## config.mk

```make
export PLATFORM = sky130hd
export DESIGN_NAME = lcdw_core
export DESIGN_NICKNAME = d
export VERILOG_FILES = /design/src/common/lcdw_pkg.sv /design/src/design/lcdw_core.sv
export SDC_FILE = /design/constraint.sdc
export NUM_CORES = 1
export LEC_CHECK = 0
export BUFFER_PORTS_ARGS = -buffer_cell sky130_fd_sc_hd__buf_2
export CAP_MARGIN = 20
export CORE_MARGIN = 4
export CORE_UTILIZATION = 39
export CTS_BUF_LIST = sky130_fd_sc_hd__clkbuf_8
export DETAILED_ROUTE_END_ITERATION = 10
export SYNTH_ARGS = -nofsm -noshare
export SYNTH_HDL_FRONTEND = slang
export SYNTH_SLANG_ARGS = --single-unit
```

## constraint.sdc

```tcl
create_clock -name sys_clk -period 2.9 [get_ports sys_clk]
set_clock_uncertainty 0.15 [all_clocks]
set_input_delay 0 -clock sys_clk [delete_from_list [all_inputs] [get_ports sys_clk]]
set_output_delay 0 -clock sys_clk [all_outputs]
set_load 0.02 [all_outputs]
```

## src/common/lcdw_pkg.sv

```systemverilog
// shared constants and types for the lcd display ram write and reset block
`default_nettype none
package lcdw_pkg;
   localparam int LCDW_SEGS = 35;
   localparam int LCDW_COMS = 4;
   localparam int LCDW_AW = 6;
   localparam logic [5:0] LCDW_ADDR_LAST = 6'h22;
   localparam logic [5:0] LCDW_ADDR_FIRST = 6'h00;
   localparam logic [2:0] LCDW_BIT_LAST = 3'h7;
   // package variants
   localparam logic [1:0] LCDW_PKG_FULL = 2'h0;
   localparam logic [1:0] LCDW_PKG_NARROW = 2'h1;
   localparam logic [1:0] LCDW_PKG_BALL = 2'h2;
   localparam logic [5:0] LCDW_NARROW_LO = 6'h03;
   localparam logic [5:0] LCDW_NARROW_HI = 6'h1F;
   localparam logic [5:0] LCDW_BALL_LO = 6'h01;
   localparam logic [5:0] LCDW_BALL_HI = 6'h21;
   // command decode fields
   localparam logic [1:0] LCDW_OP_MODE = 2'h2;
   localparam logic [2:0] LCDW_OP_OPERATION_SET_COMMAND_HI = 3'h6;
   localparam logic [1:0] LCDW_OP_ADDRESS_SET_COMMAND = 2'h0;
   localparam logic [1:0] LCDW_OP_DISCTL = 2'h1;
   localparam logic [3:0] LCDW_OP_OPSET = 4'hD;
   localparam logic [3:0] LCDW_OP_BLINK = 4'hE;
   localparam logic [4:0] LCDW_OP_APCTL = 5'h1F;
   localparam int LCDW_POS_SWRST = 1;
   localparam int LCDW_POS_AMSB = 2;
   localparam logic [1:0] LCDW_PSAVE_RST = 2'h2;
   typedef struct packed {
      logic display_on;
      logic half_bias;
      logic [1:0] frame_rate;
      logic frame_inv;
      logic [1:0] power_mode;
      logic addr_msb;
      logic ext_clock;
      logic [1:0] blink;
      logic all_on;
      logic all_off;
   } lcdw_cfg_s;
   localparam lcdw_cfg_s LCDW_CFG_RST = '{1'b0, 1'b0, 2'h0, 1'b0, LCDW_PSAVE_RST,
                                           1'b0, 1'b0, 2'h0, 1'b0, 1'b0};
endpackage
`default_nettype wire

```

## src/design/lcdw_core.sv

```systemverilog
// serial display ram writer with power-on and software reset
// Functional notes
// narrow package: columns 0-3 and 31-34 are written but never drive outputs.
// ball package: columns 0,1,33,34 are written but never drive outputs.
// ram written per nibble; partial nibble dropped when chip select rises.
// power-on reset and software reset both restore the initial state.
// software reset turns the display off.
// software reset clears the address pointer, keeps ram contents.
// software reset returns every command field to its initial value.
// host without clean power-up toggles chip select then issues software reset.
// address advances per nibble, wrapping from 22h to 00h.
// bits sampled on serial clock rise, msb first, byte formed after eighth.
// leading bit selects command or data; chip select high clears bit count.
// host requests software reset with operation command bit P1 set.
// each address holds four bits, bit n drives common n.
`default_nettype none
module lcdw_core
   import lcdw_pkg::*;
#(
   parameter int SEGS = lcdw_pkg::LCDW_SEGS
) (
   // clock and reset
   input wire logic sys_clk,
   input wire logic srst,
   // serial link pins
   input wire logic chip_select_n,
   input wire logic serial_clk,
   input wire logic serial_data_in,
   // package strap
   input wire logic [1:0] package_variant,
   // configuration and display ram view
   output lcdw_pkg::lcdw_cfg_s cfg,
   output logic [lcdw_pkg::LCDW_AW-1:0] ram_addr,
   output logic [SEGS-1:0][lcdw_pkg::LCDW_COMS-1:0] segment_output
);
   import lcdw_pkg::*;

   if (SEGS != LCDW_SEGS) begin : g_chk
      $error("lcdw_core: segment count must match the address map");
   end

   logic [2:0] cs_sync_r, sck_sync_r;
   logic [1:0] sd_sync_r;
   logic cs_n, sck_rise, sd;
   always_ff @(posedge sys_clk) begin
      if (srst) begin
         cs_sync_r <= 3'h7;
         sck_sync_r <= 3'h0;
         sd_sync_r <= 2'h0;
      end else begin
         cs_sync_r <= {cs_sync_r[1:0], chip_select_n};
         sck_sync_r <= {sck_sync_r[1:0], serial_clk};
         sd_sync_r <= {sd_sync_r[0], serial_data_in};
      end
   end
   // stage 0 feeds only stage 1; logic reads stage 1 and later
   assign cs_n = cs_sync_r[1];
   assign sd = sd_sync_r[1];
   assign sck_rise = sck_sync_r[1] & ~sck_sync_r[2];

   // strap is a pin too: two flops before the column masks read it
   logic [1:0] pv_meta_r, pv_sync_r;
   always_ff @(posedge sys_clk) begin
      if (srst) begin
         pv_meta_r <= LCDW_PKG_FULL;
         pv_sync_r <= LCDW_PKG_FULL;
      end else begin
         pv_meta_r <= package_variant;
         pv_sync_r <= pv_meta_r;
      end
   end

   // serial shifter: first bit of each byte is the command/data marker
   logic [2:0] bit_cnt_r;
   logic [6:0] shift_r;
   logic is_cmd;
   logic byte_done;
   logic [7:0] byte_val;
   assign byte_done = ~cs_n & sck_rise & (bit_cnt_r == LCDW_BIT_LAST);
   assign byte_val = {shift_r, sd};
   always_ff @(posedge sys_clk) begin
      if (srst | cs_n) begin
         bit_cnt_r <= 3'h0;
         shift_r <= 7'h00;
      end else if (sck_rise) begin
         bit_cnt_r <= bit_cnt_r + 3'h1;
         shift_r <= {shift_r[5:0], sd};
      end
   end
   // the msb of each byte picks command or data for that byte
   assign is_cmd = byte_val[7];

   logic cmd_stb, data_stb, sw_reset;
   assign cmd_stb = byte_done & is_cmd;
   assign data_stb = byte_done & ~is_cmd;
   assign sw_reset = cmd_stb && (byte_val[6:3] == LCDW_OP_OPSET) && byte_val[LCDW_POS_SWRST];

   // configuration fields
   lcdw_cfg_s cfg_r;
   always_ff @(posedge sys_clk) begin
      if (srst || sw_reset) begin
         cfg_r <= LCDW_CFG_RST;
      end else if (cmd_stb) begin
         if (byte_val[6:5] == LCDW_OP_MODE) begin
            cfg_r.display_on <= byte_val[3];
            cfg_r.half_bias <= byte_val[2];
         end else if (byte_val[6:5] == LCDW_OP_DISCTL) begin
            cfg_r.frame_rate <= byte_val[4:3];
            cfg_r.frame_inv <= byte_val[2];
            cfg_r.power_mode <= byte_val[1:0];
         end else if (byte_val[6:3] == LCDW_OP_OPSET) begin
            cfg_r.addr_msb <= byte_val[LCDW_POS_AMSB];
            cfg_r.ext_clock <= byte_val[0];
         end else if (byte_val[6:3] == LCDW_OP_BLINK) begin
            cfg_r.blink <= byte_val[1:0];
         end else if (byte_val[6:2] == LCDW_OP_APCTL) begin
            cfg_r.all_on <= byte_val[1];
            cfg_r.all_off <= byte_val[0];
         end
      end
   end
   assign cfg = cfg_r;

   // address pointer; each data byte carries two nibbles
   logic [LCDW_AW-1:0] addr_r;
   logic [LCDW_AW-1:0] addr_inc;
   function automatic logic [LCDW_AW-1:0] lcdw_next(input logic [LCDW_AW-1:0] a);
      lcdw_next = (a >= LCDW_ADDR_LAST) ? LCDW_ADDR_FIRST : a + 6'h01;
   endfunction
   assign addr_inc = lcdw_next(addr_r);
   // nibble strobe: upper nibble after fourth data bit, lower after eighth
   logic nib_hi_stb;
   logic data_frame_r;
   always_ff @(posedge sys_clk) begin
      if (srst | cs_n) begin
         data_frame_r <= 1'b0;
      end else if (sck_rise && bit_cnt_r == 3'h0) begin
         data_frame_r <= ~sd;
      end
   end
   assign nib_hi_stb = ~cs_n & sck_rise & data_frame_r & (bit_cnt_r == 3'h3);
   // a cut nibble never reaches its strobe, so there is nothing to undo
   always_ff @(posedge sys_clk) begin
      if (srst) begin
         addr_r <= LCDW_ADDR_FIRST;
      end else if (sw_reset) begin
         addr_r <= LCDW_ADDR_FIRST;
      end else if (cmd_stb && byte_val[6:5] == LCDW_OP_ADDRESS_SET_COMMAND) begin
         addr_r <= {cfg_r.addr_msb, byte_val[4:0]};
      end else if (nib_hi_stb) begin
         addr_r <= addr_inc;
      end else if (data_stb) begin
         addr_r <= addr_inc;
      end
   end
   assign ram_addr = addr_r;

   // display ram: contents survive software reset
   logic [LCDW_COMS-1:0] ram_r [SEGS];
   logic [LCDW_AW-1:0] wr_addr;
   logic [3:0] wr_data;
   logic wr_en;
   assign wr_en = nib_hi_stb | data_stb;
   assign wr_data = nib_hi_stb ? {shift_r[2:0], sd} : byte_val[3:0];
   assign wr_addr = addr_r;
   always_ff @(posedge sys_clk) begin
      if (wr_en && wr_addr <= LCDW_ADDR_LAST) begin
         ram_r[wr_addr] <= wr_data;
      end
   end

   // per-column output with dummy masking for reduced packages
   for (genvar s = 0; s < SEGS; s++) begin : g_seg
      logic dummy;
      assign dummy = (pv_sync_r == LCDW_PKG_NARROW &&
                        (6'(s) <= LCDW_NARROW_LO || 6'(s) >= LCDW_NARROW_HI)) ||
                     (pv_sync_r == LCDW_PKG_BALL &&
                        (6'(s) <= LCDW_BALL_LO || 6'(s) >= LCDW_BALL_HI));
      always_ff @(posedge sys_clk) begin
         if (srst) begin
            segment_output[s] <= 4'h0;
         end else begin
            segment_output[s] <= dummy ? 4'h0 : ram_r[s];
         end
      end
   end

   // checks
   sw_off_a: assert property (@(posedge sys_clk) disable iff (srst)
      sw_reset |=> !cfg.display_on && ram_addr == LCDW_ADDR_FIRST)
      else $error("software reset left display on or pointer set");
   wrap_a: assert property (@(posedge sys_clk) disable iff (srst)
      (wr_en && ram_addr == LCDW_ADDR_LAST && !sw_reset) |=> ram_addr == LCDW_ADDR_FIRST)
      else $error("address did not wrap");
   nib_step_a: assert property (@(posedge sys_clk) disable iff (srst)
      nib_hi_stb |=> ram_addr == $past(addr_inc))
      else $error("pointer did not advance on upper nibble");
   data_cfg_a: assert property (@(posedge sys_clk) disable iff (srst)
      data_stb |=> $stable(cfg))
      else $error("data byte changed configuration");
   cfg_rst_a: assert property (@(posedge sys_clk) disable iff (srst)
      sw_reset |=> cfg == LCDW_CFG_RST)
      else $error("configuration not restored");
   bit_clr_a: assert property (@(posedge sys_clk) disable iff (srst)
      cs_n |=> bit_cnt_r == 3'h0)
      else $error("bit counter not cleared");
   ram_keep_a: assert property (@(posedge sys_clk) disable iff (srst)
      sw_reset |=> ram_r[0] == $past(ram_r[0]))
      else $error("ram changed by software reset");
   nib_drop_a: assert property (@(posedge sys_clk) disable iff (srst)
      (cs_n && !wr_en) |=> $stable(ram_addr) || $past(cmd_stb))
      else $error("pointer moved without a full nibble");
   narrow_a: assert property (@(posedge sys_clk) disable iff (srst)
      (pv_sync_r == LCDW_PKG_NARROW)[*2] |-> segment_output[0] == 4'h0 && segment_output[34] == 4'h0)
      else $error("dummy column drove output");
   ball_a: assert property (@(posedge sys_clk) disable iff (srst)
      (pv_sync_r == LCDW_PKG_BALL)[*2] |-> segment_output[1] == 4'h0 && segment_output[33] == 4'h0)
      else $error("dummy column drove output");
   por_a: assert property (@(posedge sys_clk) srst |=> cfg == LCDW_CFG_RST && ram_addr == LCDW_ADDR_FIRST)
      else $error("power-on state wrong");
   cov_data_c: cover property (@(posedge sys_clk) disable iff (srst) data_stb);
   cov_swrst_c: cover property (@(posedge sys_clk) disable iff (srst) sw_reset);
   cov_wrap_c: cover property (@(posedge sys_clk) disable iff (srst) wr_en && ram_addr == LCDW_ADDR_LAST);
   cov_blank_c: cover property (@(posedge sys_clk) disable iff (srst) pv_sync_r != LCDW_PKG_FULL && wr_en);
   cov_part_c: cover property (@(posedge sys_clk) disable iff (srst) nib_hi_stb ##[1:40] cs_n);
endmodule
`default_nettype wire

```

# ---- After elaboration in Yosys (flattened, before gate mapping)
# Memories as Yosys holds them, arrays and structs flattened. A register that Yosys moved wholly into a read port is not among the register bits.
# Cells that the tools add are included.
dict set report word_totals {
  ramBits 140
  reg_bits 41
  memories 1
}
dict set report classes {
  n_eq_ne 9
  n_mux 6
  reduce_logical 18
  magnitude_cmp 2
  bitwise_logic 17
  add_sub_neg 2
}
# memory depth width read_ports rd_clocked_by_memory_dff wr line
set memory_table {}
lappend memory_table {ram_r 35 4 35 35 1 lcdw_core.sv:159} ;# logic [LCDW_COMS-1:0] ram_r [SEGS];
# operator count
set ops {}
lappend ops {{2-to-1 mux 6 bit} 4}
lappend ops {{== test 4 bit, second input constant} 2}
lappend ops {{inverter 1 bit} 8}
lappend ops {{AND 1 bit} 7}
lappend ops {{adder 6 x 1 -> 6 bit, second input constant} 1}
lappend ops {{greater-or-equal comparator 6 bit, second input constant} 1}
lappend ops {{less-or-equal comparator 6 bit, second input constant} 1}
lappend ops {{AND reduction 6 bit} 1}
lappend ops {{OR reduction 2 bit} 3}
lappend ops {{== test 5 bit, second input constant} 1}
lappend ops {{logical AND 1 bit} 5}
lappend ops {{AND reduction 5 bit} 1}
lappend ops {{== test 2 x 1 -> 1 bit, second input constant} 2}
lappend ops {{== test 2 bit, second input constant} 2}
lappend ops {{AND reduction 4 bit} 1}
lappend ops {{adder 3 x 1 -> 3 bit, second input constant} 1}
lappend ops {{== test 3 x 2 -> 1 bit, second input constant} 1}
lappend ops {{== test 3 bit, second input constant} 1}
lappend ops {{zero test 3 bit} 1}
lappend ops {{AND reduction 3 bit} 1}
lappend ops {{nonzero test 3 bit} 1}
lappend ops {{zero test 2 bit} 1}
lappend ops {{logical OR 1 bit} 2}
lappend ops {{2-to-1 mux 1 bit} 2}
lappend ops {{other kinds (2)} 3}

# ---- Logic depth before layout (Yosys ltp)
dict set report depth {
  depth_word 9
  ltp_mapped 9
  ltp_nobuf 6
}

# ---- Least setup slack after synthesis
# No wires, ideal clock.
dict set report synth_path {
  path_kind {reg-to-reg}
  start {reg bit_cnt_r[0]}
  end {mem ram_r[0][0] (enable)}
  synth_period_minus_slack_ps 2334
  arrival_time_ps 1854
  n_path_buf 2
  stages_incl_launch_ff 9
  path_slack_ps 566
  cell_sequence {dfxtp_1 ha_1 ha_1 buf_2 nand2b_1 a211oi_2 buf_2 nand4_1 nor2_1}
}
dict set report synth_via {
  elab_chain_cells 7
  elab_cells_between_ends 9
  classes_between {eq/ne: 2; mux: 2; bitwise: 4; reduce/logical: 1}
}
# element line
set synth_lines {}
lappend synth_lines {{start: declaration} lcdw_core.sv:74} ;# logic [2:0] bit_cnt_r;
lappend synth_lines {{start signal: assignment} lcdw_core.sv:86} ;# bit_cnt_r <= bit_cnt_r + 3'h1;
lappend synth_lines {{== test 3 bit} lcdw_core.sv:79} ;# assign byte_done = ~cs_n & sck_rise & (bit_cnt_r == LCDW_BIT_LAST);
lappend synth_lines {{AND 1 bit} lcdw_core.sv:79}
lappend synth_lines {{AND 1 bit} lcdw_core.sv:95} ;# assign data_stb = byte_done & ~is_cmd;
lappend synth_lines {{bitwise OR 1 bit (*)} lcdw_core.sv:163} ;# assign wr_en = nib_hi_stb | data_stb;
lappend synth_lines {{logical AND 1 bit (*)} lcdw_core.sv:167} ;# if (wr_en && wr_addr <= LCDW_ADDR_LAST) begin
lappend synth_lines {{2-to-1 mux 1 bit (*)} lcdw_core.sv:167}
lappend synth_lines {{2-to-1 mux 1 bit (implied by the code) (*)} lcdw_core.sv:168} ;# ram_r[wr_addr] <= wr_data;
lappend synth_lines {{end: declaration} lcdw_core.sv:159}
# Mark *: on every way between the ends. The rest lies on a longest branch, timed or not.

# ---- Final worst setup path
# Ends and elaborated chain as after synthesis.

==> impl_metrics.toml <==
[critical_path]
cpMostUsedCell = "ha_1"
worst-path-max-fanout = 14
startpoint_type = "flop"
endpoint_kind = "flop"
cp.required_ns = 2.97
cp_cell_sequence = "ha_1, ha_1, nand2b_1, a211oi_2, buf_4, nand4_1, nor2_1"
crit_arrival_ns = 2.77
critPathKind = "reg -> reg"
slowest_delay_ns = 0.40
crit_slowest_cell = "nor2_1"

[global_routing]
grt_use_total = 0.149
overflow = 0
grt_pass1_wl_mm = 33.5
antenna_found_initial = 0
grt_max_degree = 101
grt_pass1_vias = 5989

[logic_synthesis]
synth_cell_types = 38
synth_edf_count = 140
ys_seq_area_frac = 0.779
synth_area_leaders = "edfxtp_1, dfxtp_1, nor2b_1, and2_1, nor2_1"
synthTopCellsByCount = "dfxtp_1, edfxtp_1, nor2b_1"
async_flop_share = 0
yosysTopAreaCell = "edfxtp_1"
synth_cells = 693
syn_area_per_cell_um2 = 14.5
syn_area_um2 = 10000
synth-main-ff-cell = "dfxtp_1"
synth_seq_cells = 321
synth_nets = 711
synth.most_common_cell = "dfxtp_1"
yosys_warnings = 0
synth_top_area_frac = 0.419

[power]
p_comb_frac = 0.028
share_seq_of_total_power = 0.553
swShare = 0.215
p_total_uw = 8630
power_switching_uw = 1860
clkPwrFrac = 0.419
intPower_uw = 6770
vdd_drop_max_mv = 0.315
power_density_nw_per_um2 = 697
p_leak_uw = 0.00500

[cts]
cts_buffer_depth = 3
cts_root_buf = "clkbuf_8"
cts_buffers = 50
clk_latency_ns = 0.56
cts_setup_buffers = 0
htree_levels = 2
cts_tree = "yes"
clock_sinks = 321
path_clk_slew_ns = 0.06

[routing]
vias = 5693
ant_nets = 0
via_per_inst = 4.47
route.detailed.drc = 0
wire_per_inst_um = 16.7
wl_mm = 21.3
first_pass_iters = 4
initialDrtViolationCount = 387

[hold_path]
hold_path_class = "in -> reg"

[floorplanning]
dieArea_um2 = 28400
die_w_um = 168
pin_count = 166
std_cell_rows = 58
die_h_um = 168
start_util = 0.398
core_um2 = 25300

[placed_design]
place_congestion = 0.782
io_buffers = 165
hpwl_mm = 13.4

[timing]
report.final.hold_viol_count = 0
max_slew_margin = 0.440
setup_violations = 0
worst_pin_slew_ns = 0.839
fin_crit_ns = 2.70
fmax_mhz = 370
fin_setup_tns_ns = 0
holdWs_ns = 0.244
min_period_over_period = 0.932
slew_violations = 0
rsz0062_at_grt = "yes"

[run]
cap_violations = 0

[status]
outcome = "finished, final reports clean"

[finish]
fin_nets = 921
drive_above_1_share = 0.272
syn_to_final_growth_pct = 23.3
diodes = 0
-- cells by family after synthesis --
kind of cell / Yosys count / synth area share
adder cells (fa/ha/maj): 11 / 0.0137
XOR/XNOR: 3 / 0.00262
multiplexers: 12 / 0.0120
AO/OA/AOI/OAI: 25 / 0.0182
AND/OR/NAND/NOR: 281 / 0.158
flip-flops: 321 / 0.779
buffers and inverters: 40 / 0.0163
-- area by class of cell --
class | instances | area (um^2)
inverter | 10 | 37.5
multi-input combinational | 332 | 2050
sequential | 321 | 7830
timing repair buffer | 188 | 1040
fill | 2247 | 12900
clock inverter | 31 | 148
tap | 330 | 413
clock buffer | 62 | 853
-- power by group through the flow --
stage	clock, uW	combinational [uW]	sequential [uW]
2_1_floorplan	0	69.4	4940
3_3_place_gp	0	235	4870
3_5_place_dp	0	237	4870
4_1_cts	3710	249	4770
5_1_grt	3970	265	4770
6_report	3620	244	4770
-- cells in the final DEF (no fill, tap or decap), types with 3 or more instances in the layout --
cell type        n
buf_2          164
buf_4           11
or2_2            3
dfxtp_2          4
inv_1           28
edfxtp_1       140
nor2_1          49
and3_1           3
dlygate4sd3_1   12
xnor2_1          3
ha_1            11
clkinv_1         6
nor2b_1        124
mux2i_1         12
and2_1          32
dfxtp_1        177
a31oi_1          8
nand4b_1         3
nand3_1         13
or3_1            4
nand4_1         11
nand2_1         23
clkinv_2         3
clkbuf_8        62
a21oi_1          8
nor3_1           4
-- routing by layer --
metal / vias up / GRT usage / share of wire
met4: 0 / 0.0406 / 0.013
met5: - / 0 / 0
li1: 2777 / - / -
met2: 168 / 0.242 / 0.47
met1: 2724 / 0.194 / 0.44
met3: 24 / 0.0490 / 0.077
-- worst max-delay path, delay by kind of cell, from the launching register on --
kind | cells | cell delay [ns]
and+or+nand+nor | 3 | 0.90
AOI/OAI and AO/OA | 1 | 0.23
adders and majority gates | 2 | 0.51
buffers and inverters | 1 | 0.22
DFF | 1 | 0.37
-- sequential cells by signal, summed over array words and instances, names as in the netlist, 2 cells and up --
signal and count:
ram_r 140, segment_output 140, cfg 13, shift_r 7, ram_addr 6, bit_cnt_r 3
sck_sync_r 3, cs_sync_r 2, pv_meta_r 2, pv_sync_r 2, sd_sync_r 2
-- per-stage QoR --
step | utilization | cell area [um^2] | setup WS, ns | instances
floorplan | - | 10000 | 0.566 | 693
global placement | 0.446 | 11300 | 0.185 | 1169
detailed placement | 0.446 | 11300 | 0.147 | 1169
CTS | 0.490 | 12400 | 0.143 | 1274
global route | 0.490 | 12400 | -0.0117 | 1274
finish | 0.490 | 12400 | 0.197 | 1274
-- timing repair --
item                       CTS  global route
setup endpoints to repair    0             9
hold endpoints to repair   103             0
resized for setup            0             1
hold buffers                12             0
-- path summary, 6_finish.rpt --
kind / from / to / slack, ns / depth (start not counted)
max: bit_cnt_r[0]$_SDFFE_PP0N_ / ram_r[0][0]$_DFFE_PP_ / 0.20 / 7
min reg2reg: cs_sync_r[0]$_SDFF_PP1_ / cs_sync_r[1]$_SDFF_PP1_ / 0.27 / 1
min: srst / sck_sync_r[1]$_SDFF_PP0_ / 0.24 / 3
max reg2reg: bit_cnt_r[0]$_SDFFE_PP0N_ / ram_r[0][0]$_DFFE_PP_ / 0.20 / 7
Power figures use the tool's default switching activity.
